[config.mk]
export PLATFORM = sky130hd
export DESIGN_NAME = sai_core
export DESIGN_NICKNAME = d
export VERILOG_FILES = /design/src/verilog/sai_pkg.sv /design/src/verilog/sai_sync.sv /design/src/verilog/sai_core.sv
export SDC_FILE = /design/constraint.sdc
export NUM_CORES = 1
export LEC_CHECK = 0
export ABC_CLOCK_PERIOD_IN_PS = 2300
export BUFFER_PORTS_ARGS = -buffer_cell sky130_fd_sc_hd__buf_4
export CAP_MARGIN = 20
export CELL_PAD_IN_SITES_DETAIL_PLACEMENT = 1
export CELL_PAD_IN_SITES_GLOBAL_PLACEMENT = 2
export CORE_MARGIN = 8
export CORE_UTILIZATION = 27
export DETAILED_ROUTE_END_ITERATION = 7
export PLACE_DENSITY_LB_ADDON = 0.2
export SLEW_MARGIN = 30
export SYNTH_ARGS = -nofsm -noshare
export SYNTH_HDL_FRONTEND = slang
export SYNTH_SLANG_ARGS = --single-unit
[constraint.sdc]
create_clock -name clk -period 2.3 [get_ports clk]
set_input_delay 0.23 -clock clk [delete_from_list [all_inputs] [get_ports clk]]
set_output_delay 0.23 -clock clk [all_outputs]
set_load 0.005 [all_outputs]
[src/verilog/sai_pkg.sv]
// Shared constants and carrier types of the serial converter control block
package sai_pkg;

    // ------------------------------------------------------------
    // Widths and counts
    // ------------------------------------------------------------
    localparam int ADDR_BITS = 4;
    localparam int RES_BITS = 10;
    localparam int NUM_CH = 14;
    localparam int NUM_EXT = 11;
    localparam int EDGE_W = 5;

    // ------------------------------------------------------------
    // Serial clock edge numbers
    // ------------------------------------------------------------
    localparam logic [EDGE_W-1:0] ADDR_EDGES = 5'h04;
    localparam logic [EDGE_W-1:0] SAMPLE_EDGE = 5'h04;
    localparam logic [EDGE_W-1:0] LAST_EDGE = 5'h0A;
    localparam logic [EDGE_W-1:0] MAX_EDGES = 5'h10;
    localparam logic [EDGE_W-1:0] EDGE_ONE = 5'h01;
    localparam logic [EDGE_W-1:0] EDGE_ZERO = 5'h00;

    // ------------------------------------------------------------
    // Reset values and sequencer constants
    // ------------------------------------------------------------
    localparam logic [RES_BITS-1:0] RESULT_RST = 10'h000;
    localparam logic [RES_BITS-1:0] TRIAL_MSB = 10'h200;
    localparam logic [ADDR_BITS-1:0] CODE_RST = 4'h0;
    localparam logic [3:0] BIT_LAST = 4'h0;
    localparam logic [3:0] BIT_FIRST = 4'h9;
    localparam logic [3:0] BIT_STEP = 4'h1;
    localparam logic [2:0] PIN_RST = 3'h4;

    // ------------------------------------------------------------
    // Carrier types and states
    // ------------------------------------------------------------
    typedef struct packed {
        logic csN;
        logic sclk;
        logic addr;
    } sai_pins_t;

    typedef enum logic [1:0] {
        ST_IDLE = 2'b00,
        ST_SAMPLE = 2'b01,
        ST_CONV = 2'b11,
        ST_DONE = 2'b10
    } sai_state_t;

endpackage

[src/verilog/sai_sync.sv]
// Three-stage pin synchroniser with agreement filter, one lane per bit
`timescale 1ns/1ps
`default_nettype none

module sai_sync #(
    parameter int WIDTH = 3,
    parameter logic [WIDTH-1:0] RST_VAL = '0
) (
    input wire logic clk,
    input wire logic resetn,
    input wire logic [WIDTH-1:0] rawIn,
    output logic [WIDTH-1:0] levelOut
);

    // ------------------------------------------------------------
    // Per-bit lanes
    // ------------------------------------------------------------
    genvar i;
    generate
        for (i = 0; i < WIDTH; i++) begin : gLane
            logic s1_q, s2_q, s3_q, lvl_q;
            logic lvl_d;

            // Stage one feeds stage two only; a change counts once two and three agree
            always_comb begin
                lvl_d = lvl_q;
                if (s2_q == s3_q) begin
                    lvl_d = s3_q;
                end
            end

            // Reset to the idle pin level so no false edge shows after release
            always_ff @(posedge clk or negedge resetn) begin
                if (!resetn) begin
                    s1_q <= RST_VAL[i];
                    s2_q <= RST_VAL[i];
                    s3_q <= RST_VAL[i];
                    lvl_q <= RST_VAL[i];
                end else begin
                    s1_q <= rawIn[i];
                    s2_q <= s1_q;
                    s3_q <= s2_q;
                    lvl_q <= lvl_d;
                end
            end

            assign levelOut[i] = lvl_q;
        end
    endgenerate

endmodule

`default_nettype wire

[src/verilog/sai_core.sv]
// Serial control, result shift-out and conversion sequencer of the converter
//
// How it works
// RULE1 - A 4-bit channel code is taken each transfer and picks the input for the next conversion.
// RULE2 - Code bits arrive MSB first, one on each of the first four serial clock rising edges after select falls.
// RULE3 - After four code bits the address pin is ignored for the rest of the conversion period.
// RULE4 - A falling select clears counters and control state and enables output, address and clock within two cycles; here this takes five system clocks.
// RULE5 - A rising select stops address and clock being accepted within the same short delay.
// RULE6 - The result pin is released while select is high and driven while select is low.
// RULE7 - Once select is low the result pin carries the MSB of the last finished conversion before any falling edge.
// RULE8 - Each serial clock falling edge moves out the next lower bit, the LSB on the ninth.
// RULE9 - From the tenth falling edge the result pin is held low so extra clocks read zeros.
// RULE10 - A 14-way selector covers 11 external inputs and three test voltages, chosen by the code.
// RULE11 - End of conversion goes high when a conversion finishes and its result is ready.
// RULE12 - The link is four wires: select, serial clock and address in, three-state result out.
// RULE13 - End of conversion goes low at the tenth falling edge and stays low until the result is ready.
// RULE14 - Sampling runs from the fourth falling edge to the tenth.
// RULE15 - At the tenth falling edge the internal sequencer on the system clock takes over the conversion.
// RULE16 - The host gives 10 to 16 serial clocks per transfer, ten at least for a conversion.
// RULE17 - The host samples each result bit on the rising edge after the falling edge that showed it; the bench host samples late in the high phase instead.
`timescale 1ns/1ps
`default_nettype none

module sai_core
    import sai_pkg::*;
#(
    parameter int CH_COUNT = NUM_CH
) (
    input wire logic clk,
    input wire logic resetn,
    input wire logic chipSelectN,
    input wire logic serialClock,
    input wire logic serialAddress,
    input wire logic compHigh,
    output logic dataOut,
    output logic dataOutEn,
    output logic endOfConv,
    output logic sampleEn,
    output logic [CH_COUNT-1:0] analogSel,
    output logic [RES_BITS-1:0] dacTrial
);

    // ------------------------------------------------------------
    // Pin synchronisers and edge detection
    // ------------------------------------------------------------
    sai_pins_t pinRaw, pinLvl, pinPrev_q;
    logic csActive, csFall, sclkRise, sclkFall;

    assign pinRaw.csN = chipSelectN; // RULE12
    assign pinRaw.sclk = serialClock;
    assign pinRaw.addr = serialAddress;

    sai_sync #(
        .WIDTH(3),
        .RST_VAL(PIN_RST)
    ) uSync (
        .clk(clk),
        .resetn(resetn),
        .rawIn(pinRaw),
        .levelOut(pinLvl)
    );

    // Previous filtered level, for edge finding on the system clock
    always_ff @(posedge clk or negedge resetn) begin
        if (!resetn) begin
            pinPrev_q <= PIN_RST;
        end else begin
            pinPrev_q <= pinLvl;
        end
    end

    // Clock and address only count while select is low
    assign csActive = !pinLvl.csN; // RULE5
    assign csFall = pinPrev_q.csN && !pinLvl.csN; // RULE4
    assign sclkRise = csActive && !pinPrev_q.sclk && pinLvl.sclk;
    assign sclkFall = csActive && pinPrev_q.sclk && !pinLvl.sclk;

    // ------------------------------------------------------------
    // Transfer and conversion state
    // ------------------------------------------------------------
    sai_state_t state_q, state_d;
    logic [EDGE_W-1:0] riseCnt_q, riseCnt_d, fallCnt_q, fallCnt_d;
    logic [ADDR_BITS-1:0] addrShift_q, addrShift_d, chanCode_q, chanCode_d;
    logic [RES_BITS-1:0] outShift_q, outShift_d, lastResult_q, lastResult_d;
    logic [RES_BITS-1:0] dac_q, dac_d;
    logic [3:0] bitIdx_q, bitIdx_d;
    logic dataOut_q, dataOut_d, dataOutEn_q, dataOutEn_d;
    logic eoc_q, eoc_d, sampleEn_q, sampleEn_d;
    logic [EDGE_W-1:0] fallNext;

    assign fallNext = fallCnt_q + EDGE_ONE;

    // Next-state logic; select falling outranks every other event
    always_comb begin
        state_d = state_q;
        riseCnt_d = riseCnt_q;
        fallCnt_d = fallCnt_q;
        addrShift_d = addrShift_q;
        chanCode_d = chanCode_q;
        outShift_d = outShift_q;
        lastResult_d = lastResult_q;
        dac_d = dac_q;
        bitIdx_d = bitIdx_q;
        dataOut_d = dataOut_q;
        eoc_d = eoc_q;
        sampleEn_d = sampleEn_q;
        dataOutEn_d = csActive; // RULE6

        // Address capture, MSB first, closed after the fourth rising edge
        if (sclkRise && (riseCnt_q < ADDR_EDGES)) begin // RULE2 RULE3
            addrShift_d = {addrShift_q[ADDR_BITS-2:0], pinLvl.addr};
            riseCnt_d = riseCnt_q + EDGE_ONE;
            if (riseCnt_q == ADDR_EDGES - EDGE_ONE) begin
                chanCode_d = {addrShift_q[ADDR_BITS-2:0], pinLvl.addr}; // RULE1
            end
        end

        // Result shift-out; zeros fill in behind the LSB
        if (sclkFall && (fallCnt_q < MAX_EDGES)) begin
            fallCnt_d = fallNext;
            outShift_d = {outShift_q[RES_BITS-2:0], 1'b0}; // RULE8
            dataOut_d = outShift_q[RES_BITS-2];
            if (fallNext == SAMPLE_EDGE && state_q == ST_IDLE) begin
                state_d = ST_SAMPLE; // RULE14
                sampleEn_d = 1'b1;
            end
            if (fallNext >= LAST_EDGE) begin
                dataOut_d = 1'b0; // RULE9
            end
            if (fallNext == LAST_EDGE && state_q == ST_SAMPLE) begin
                state_d = ST_CONV; // RULE15
                sampleEn_d = 1'b0;
                eoc_d = 1'b0; // RULE13
                dac_d = TRIAL_MSB;
                bitIdx_d = BIT_FIRST;
            end
        end

        // Too few clocks before select rose: no conversion starts
        if (!csActive && state_q == ST_SAMPLE) begin // RULE16
            state_d = ST_IDLE;
            sampleEn_d = 1'b0;
        end

        // Successive approximation, one bit per system clock
        unique case (state_q)
            ST_IDLE, ST_SAMPLE: begin
            end
            ST_CONV: begin
                if (!compHigh) begin
                    dac_d[bitIdx_q] = 1'b0;
                end
                if (bitIdx_q == BIT_LAST) begin
                    state_d = ST_DONE;
                end else begin
                    bitIdx_d = bitIdx_q - BIT_STEP;
                    dac_d[bitIdx_q - BIT_STEP] = 1'b1;
                end
            end
            ST_DONE: begin
                state_d = ST_IDLE;
                lastResult_d = dac_q;
                eoc_d = 1'b1; // RULE11
                // Select held low after exactly ten clocks: the next transfer opens on the rising end of conversion
                // A longer transfer may still be clocking here, so it keeps its zero fill rather than a reload
                if (csActive && fallCnt_q == LAST_EDGE) begin // RULE9
                    riseCnt_d = EDGE_ZERO;
                    fallCnt_d = EDGE_ZERO;
                    outShift_d = dac_q;
                    dataOut_d = dac_q[RES_BITS-1];
                end
            end
        endcase

        // Select falling restarts the transfer and shows the previous MSB at once
        if (csFall) begin // RULE4 RULE7
            state_d = ST_IDLE;
            riseCnt_d = EDGE_ZERO;
            fallCnt_d = EDGE_ZERO;
            addrShift_d = CODE_RST;
            sampleEn_d = 1'b0;
            eoc_d = 1'b1;
            outShift_d = lastResult_q;
            dataOut_d = lastResult_q[RES_BITS-1];
        end
    end

    // State registers
    always_ff @(posedge clk or negedge resetn) begin
        if (!resetn) begin
            state_q <= ST_IDLE;
            riseCnt_q <= EDGE_ZERO;
            fallCnt_q <= EDGE_ZERO;
            addrShift_q <= CODE_RST;
            chanCode_q <= CODE_RST;
            outShift_q <= RESULT_RST;
            lastResult_q <= RESULT_RST;
            dac_q <= RESULT_RST;
            bitIdx_q <= BIT_LAST;
            dataOut_q <= 1'b0;
            dataOutEn_q <= 1'b0;
            eoc_q <= 1'b1;
            sampleEn_q <= 1'b0;
        end else begin
            state_q <= state_d;
            riseCnt_q <= riseCnt_d;
            fallCnt_q <= fallCnt_d;
            addrShift_q <= addrShift_d;
            chanCode_q <= chanCode_d;
            outShift_q <= outShift_d;
            lastResult_q <= lastResult_d;
            dac_q <= dac_d;
            bitIdx_q <= bitIdx_d;
            dataOut_q <= dataOut_d;
            dataOutEn_q <= dataOutEn_d;
            eoc_q <= eoc_d;
            sampleEn_q <= sampleEn_d;
        end
    end

    // ------------------------------------------------------------
    // Input selector decode
    // ------------------------------------------------------------
    logic [CH_COUNT-1:0] sel_d, sel_q;

    // Codes past the last channel select nothing, which keeps the mux quiet
    genvar c;
    generate
        for (c = 0; c < CH_COUNT; c++) begin : gSel
            always_comb begin
                sel_d[c] = (chanCode_q == ADDR_BITS'(c)); // RULE10
            end
        end
    endgenerate

    always_ff @(posedge clk or negedge resetn) begin
        if (!resetn) begin
            sel_q <= '0;
        end else begin
            sel_q <= sel_d;
        end
    end

    // ------------------------------------------------------------
    // Outputs, all from flip-flops
    // ------------------------------------------------------------
    assign dataOut = dataOut_q;
    assign dataOutEn = dataOutEn_q; // RULE6
    assign endOfConv = eoc_q;
    assign sampleEn = sampleEn_q;
    assign analogSel = sel_q;
    assign dacTrial = dac_q;

endmodule

`default_nettype wire

==> results of run 1 <==
## worst register-to-register path: stages (launching register included)
cell	delay, ns
dfrtp_1	0.37
buf_4	0.16
ha_1	0.27
xnor2_1	0.35
nand4_1	0.17
a21o_1	0.35
a32o_1	0.31
## layout make-up
cell class	instances	area [sq um]
Inverter	7	26.3
Clock inverter	5	61.3
Clock buffer	11	243
Multi-Input combinational cell	230	1520
Tap cell	180	225
Sequential cell	84	2110
Timing Repair Buffer	58	458
Fill cell	1541	9070
## worst paths after layout
path	start	endpoint	slack [ns]	cells after the start
worst max-delay path	fallCnt_q[0]$_DFF_PN0_	dacTrial[4]$_DFF_PN0_	0.20	6
worst min register to register	uSync.gLane[1].s1_q$_DFF_PN0_	uSync.gLane[1].s2_q$_DFF_PN0_	0.35	0
worst max register to register	fallCnt_q[0]$_DFF_PN0_	dacTrial[4]$_DFF_PN0_	0.20	6
max in group asynchronous	resetn	pinPrev_q[2]$_DFF_PN1_	1.28	3
min in group asynchronous	resetn	riseCnt_q[1]$_DFF_PN0_	0.36	2
worst min-delay path	compHigh	dacTrial[9]$_DFF_PN0_	0.18	3
## routing by layer
layer	vias up	GRT usage	wire length [um]
met5	-	0	0
met4	0	0.0343	118
met3	8	0.0378	387
met2	37	0.180	4470
met1	1345	0.138	4310
li1	1291	-	-
## Yosys cell counts (all sizes together) (4+ instances only)
cell / n / area share
a21oi: 12 / 0.017
a32o: 6 / 0.016
and3: 11 / 0.018
buf: 8 / 0.018
clkbuf: 7 / 0.0070
dfrtp: 78 / 0.52
dfstp: 6 / 0.042
ha: 11 / 0.037
inv: 7 / 0.0070
mux2: 15 / 0.045
mux2i: 5 / 0.013
nand2: 48 / 0.048
nand2b: 6 / 0.010
nand3: 6 / 0.0080
nor2: 31 / 0.031
nor3: 9 / 0.012
nor4b: 4 / 0.011
o21ai: 8 / 0.011
o31ai: 9 / 0.018
## cells by family (layout without fill, tap and decap cells)
| family | after synthesis | after routing | share of synthesized area |
|---|---|---|---|
| xor+xnor | 3 | 3 | 0.00701 |
| mux | 20 | 20 | 0.0584 |
| compound gates | 57 | 57 | 0.117 |
| buf+inv | 22 | 81 | 0.0320 |
| fa+ha+maj | 14 | 14 | 0.0447 |
| simple gates | 136 | 136 | 0.179 |
| flops | 84 | 84 | 0.562 |
## registers in the layout (all words and copies together), names as in the netlist, 4 cells and up
| register | flops |
|---|---|
| riseCnt_q | 5 |
| bitIdx_q | 4 |
| lastResult_q | 10 |
| fallCnt_q | 5 |
| analogSel | 14 |
| outShift_q | 9 |
| chanCode_q | 4 |
| dacTrial | 10 |
## power groups by stage
stage / Clock (mW) / Combinational (mW) / Sequential, mW
floorplan: 0 / 0.163 / 1.63
global placement: 0 / 0.299 / 1.63
detailed placement: 0 / 0.304 / 1.64
CTS: 1.55 / 0.311 / 1.61
global route: 1.60 / 0.345 / 1.62
finish: 1.48 / 0.299 / 1.61
## stage by stage
step	hold slack (ns)	util	cell area [sq um]
3_3_place_gp	0.198	0.313	4300
4_1_cts	0.172	0.339	4640
3_5_place_dp	0.197	0.313	4300
5_1_grt	0.184	0.339	4640
6_report	0.185	0.339	4640
2_1_floorplan	-0.0656	-	3750
## repair_timing
action,in CTS,in global routing
hold endpoints to repair,25,0
hold buffers,4,0
gates resized for setup,0,0
==> metrics, run 1 <==
worst path arrival time 2.32 ns; WL per Instance between 15 and 20 um; YS warnings 0; CTS tree built; Sequential Power Share 0.474; Initial Util 0.273; Startpoint Class flop; number of clock sinks 84; Setup CP Type reg -> reg; CTS Root Cell clkbuf_16; vias in the first global route between 2000 and 3000; P_sw roughly 830 uW; Top delay family on crit path compound AO/OA/AOI/OAI gates; fraction of final layout cells sized beyond drive strength 1 0.258; worst slew pin tran between 0.6 and 0.7 ns; CTS buffer count 9; RSZ-0062 raised after global routing no; Async SR Flop Fraction 1.00; Pint 2.56 mW; H-tree levels 3; Worst slew margin 0.582; Inst Count DP ~560; crit path max fanout 13; Max VDD drop about 0.28 mV; syn nets between 300 and 400; Worst-Skew Late Latency roughly 0.34 ns; first-pass GRT wire length 15800 um; Max-Cap Viols 0; pre-CTS WS roughly 0.18 ns; Core ar. 13700 sq um; largest net degree at the start of global routing 58; Max Clock Skew just over 0.007 ns; Die W ~130 um; Final min period ~2.1 ns; Via density approximately 4.7; post-synthesis sequential area ratio 0.562; Buffers on Ports 33; critical path required time between 2 and 3 ns; Achievable Freq between 400 and 500 MHz; DRC violations left 0; Area Overhead vs Synth 23.8%; pwr dens around 730 nW/um^2; overall routing resource usage 0.112; CP Cell Sequence buf_4 > ha_1 > xnor2_1 > nand4_1 > a21o_1 > a32o_1; Post-synth EDFFs 0; Cell variety after synth 52; initial antenna violation count 0; DRT iter0 DRCs 84; CP Buf/Inv Count 1; Detail Route Antenna Nets 0; Slowest Stage Delay on Critical Path about 0.37 ns; placer congestion estimate a little under 0.8; Tot Pwr approximately 3.4 mW; I/O pin count 34; HPWL after detailed placement 6670 um; worst min path class in -> reg; Setup WS post-layout a little over 0.2 ns; commonest non-fill, non-tap cell in the layout dfrtp_1; Avg Inst Size Synth ~11 sq um; #FFs+latches synth 84; commonest non-fill, non-tap cells in the layout 78 x dfrtp_1, 53 x buf_4, 48 x nand2_1; Post-Layout Cell Count around 580; final wirelength about 9000 um; fin nets 407; critical path endpoint category flop; die area about 18000 sq um; Final Hold Vio Count 0; Clock power frac 0.438; Post-Syn Area between 3000 and 4000 sq um; CTS max path bufs 2; global route overflow 0; Pleak 2.10 nW; vias post-DR ~2700; status complete, no violations; num rows 43; Final Cycle Share 0.912; max-slew violation count 0; Setup TNS Final 0 ns; # diodes 0; Setup Buffers After CTS 0; clock-pin slew on the worst setup and hold paths approximately 0.060 ns; drt first pass iters 4; Die H ~130 um; top_reg_cell synth dfrtp_1; Max stage delay cell, worst path dfrtp_1; Sw Share 0.245; final setup fails 0; cell count after synthesis 336; Comb pwr share 0.088
Note: power is estimated with default switching activity, not from simulation.
==> run 2: changes to the inputs <==
- CAP_MARGIN: 20 -> unset
- CTS_BUF_LIST: unset -> sky130_fd_sc_hd__clkbuf_16
- GPL_ROUTABILITY_DRIVEN: unset -> 0
==> run 2 against run 1 <==
Clock power hardly changed. Highest routed layer unchanged. Critical path depth stayed put. Maximum frequency hardly changed. Critical endpoint unchanged.
==> metrics, run 2 (synthesis results as in run 1) <==
Pint around 2.5 mW; busiest grt layer met2; CTS max path bufs 2; overall routing resource usage 0.112; Filler Cells Inserted 1543; DRT iter0 DRCs 94; WL per Instance between 15 and 20 um; num rows 43; post-cts sizing count 0; Final Cycle Share 0.912; Sw Share 0.249; CTS buffer count 9; Max stage delay cell, worst path dfrtp_1; crit path max fanout 13; HPWL after detailed placement ~6700 um; P_sw approximately 830 uW; Tot Pwr between 3 and 4 mW; status complete, no violations; met1 Track Usage GR 0.139; Buffers on Ports 33; vias post-DR between 2000 and 3000; CTS Root Cell clkbuf_16; final wirelength around 9300 um; initial antenna violation count 0; grt met3 use 0.0378; largest net degree at the start of global routing just under 60; Max Clock Skew about 0.007 ns; max-slew violation count 0; critical path endpoint category flop; DRC violations left 0; Achievable Freq 477 MHz; commonest non-fill, non-tap cell in the layout dfrtp_1; Setup CP Type reg -> reg; worst min path class in -> reg; Core ar. around 14000 sq um; Comb pwr share 0.089; critical path required time 2.53 ns; Max-Cap Viols 0; pwr dens 724 nW/um^2; Sequential Power Share 0.479; # diodes 0; Pleak 2.10 nW; Die H roughly 130 um; H-tree levels 3; Detail Route Antenna Nets 0; first-pass GRT wire length roughly 16000 um; Reg2Reg Setup Slack about 0.20 ns; worst slew pin tran a little over 0.6 ns; met2 usage in global routing 0.181; drt first pass iters 4; Final Hold Vio Count 0; number of clock sinks between 80 and 90; Initial Util 0.273; CP Buf/Inv Count 1; vias in the first global route roughly 3000; max reg flops 14; Area Overhead vs Synth 23.5%; CTS tree built; Via density 4.65; commonest non-fill, non-tap cells in the layout 78 x dfrtp_1, 53 x buf_4, 48 x nand2_1; global route overflow 0; I/O pin count 34; Worst-Skew Late Latency 0.34 ns; Startpoint Class flop; fin nets between 400 and 500; Max VDD drop approximately 0.29 mV; Final min period about 2.1 ns; final setup fails 0; Die W roughly 130 um; fraction of final layout cells sized beyond drive strength 1 0.256; Slowest Stage Delay on Critical Path 0.37 ns; die area between 15000 and 20000 sq um; clock-pin slew on the worst setup and hold paths around 0.06 ns; Worst slew margin 0.585; CP Cell Sequence buf_4 > ha_1 > xnor2_1 > nand4_1 > a21o_1 > a32o_1; Top delay family on crit path compound AO/OA/AOI/OAI gates; Setup TNS Final 0 ns; worst path arrival time 2.32 ns; RSZ-0062 raised after global routing no; Clock power frac 0.432
-- run 2: cell types whose count changed in the layout (fill, tap and decap cells not counted) --
| cell | before | now |
|---|---|---|
| clkbuf_1 | 1 | 0 |
| clkbuf_8 | 1 | 0 |
| clkinv_1 | 0 | 1 |
| inv_1 | 7 | 8 |
-- run 2: metrics by stage --
step                setup WS [ns]  hold slack [ns]  utilization  instance area, sq um  instances
floorplan                   0.376          -0.0656            -                  3750        336
global placement            0.210            0.198        0.313                  4300        555
detailed placement          0.180            0.197        0.313                  4300        555
CTS                         0.161            0.172        0.338                  4630        575
global route               0.0251            0.184        0.338                  4630        575
finish                      0.203            0.185        0.338                  4630        575
-- run 2: power groups by stage --
stage	registers [mW]	logic, mW	clock network [mW]
after floorplan	1.63	0.163	0
after global placement	1.63	0.299	0
after detailed placement	1.64	0.304	0
after CTS	1.61	0.312	1.51
after global routing	1.62	0.346	1.56
final	1.61	0.300	1.45
-- run 2: metal layers --
metal,share of wire,wire (um)
met1,0.46,4300
met4,0.013,118
met3,0.044,408
met2,0.48,4500
met5,0,0
-- run 2: area by class of cell --
class,instances,area [sq um],area share
Timing Repair Buffer,58,458,0.0988
Clock buffer,9,225,0.0486
Multi-Input combinational cell,230,1520,0.328
Sequential cell,84,2110,0.455
Tap cell,180,225,0.0486
Inverter,7,26.3,0.00567
Clock inverter,7,68.8,0.0148
-- run 2: final timing paths --
path                                               start                       endpoint  cells past startpoint
max                               fallCnt_q[0]$_DFF_PN0_          dacTrial[4]$_DFF_PN0_                      6
min                                             compHigh          dacTrial[9]$_DFF_PN0_                      3
max reg2reg                       fallCnt_q[0]$_DFF_PN0_          dacTrial[4]$_DFF_PN0_                      6
min reg2reg                uSync.gLane[1].s1_q$_DFF_PN0_  uSync.gLane[1].s2_q$_DFF_PN0_                      0
max in group asynchronous                         resetn         pinPrev_q[2]$_DFF_PN1_                      3
min in group asynchronous                         resetn         riseCnt_q[1]$_DFF_PN0_                      2
-- run 2: worst min-delay path: cells and delay by family --
| family | cells | cell delay, ns |
|---|---|---|
| buffers and inverters | 1 | 0.10 |
| AOI/OAI and AO/OA | 2 | 0.15 |
-- run 2: repair_timing --
action | 4_1_cts | 5_1_grt
buffers inserted | 0 | 0
hold endpoints to repair | 25 | 0
hold buffers | 4 | 0
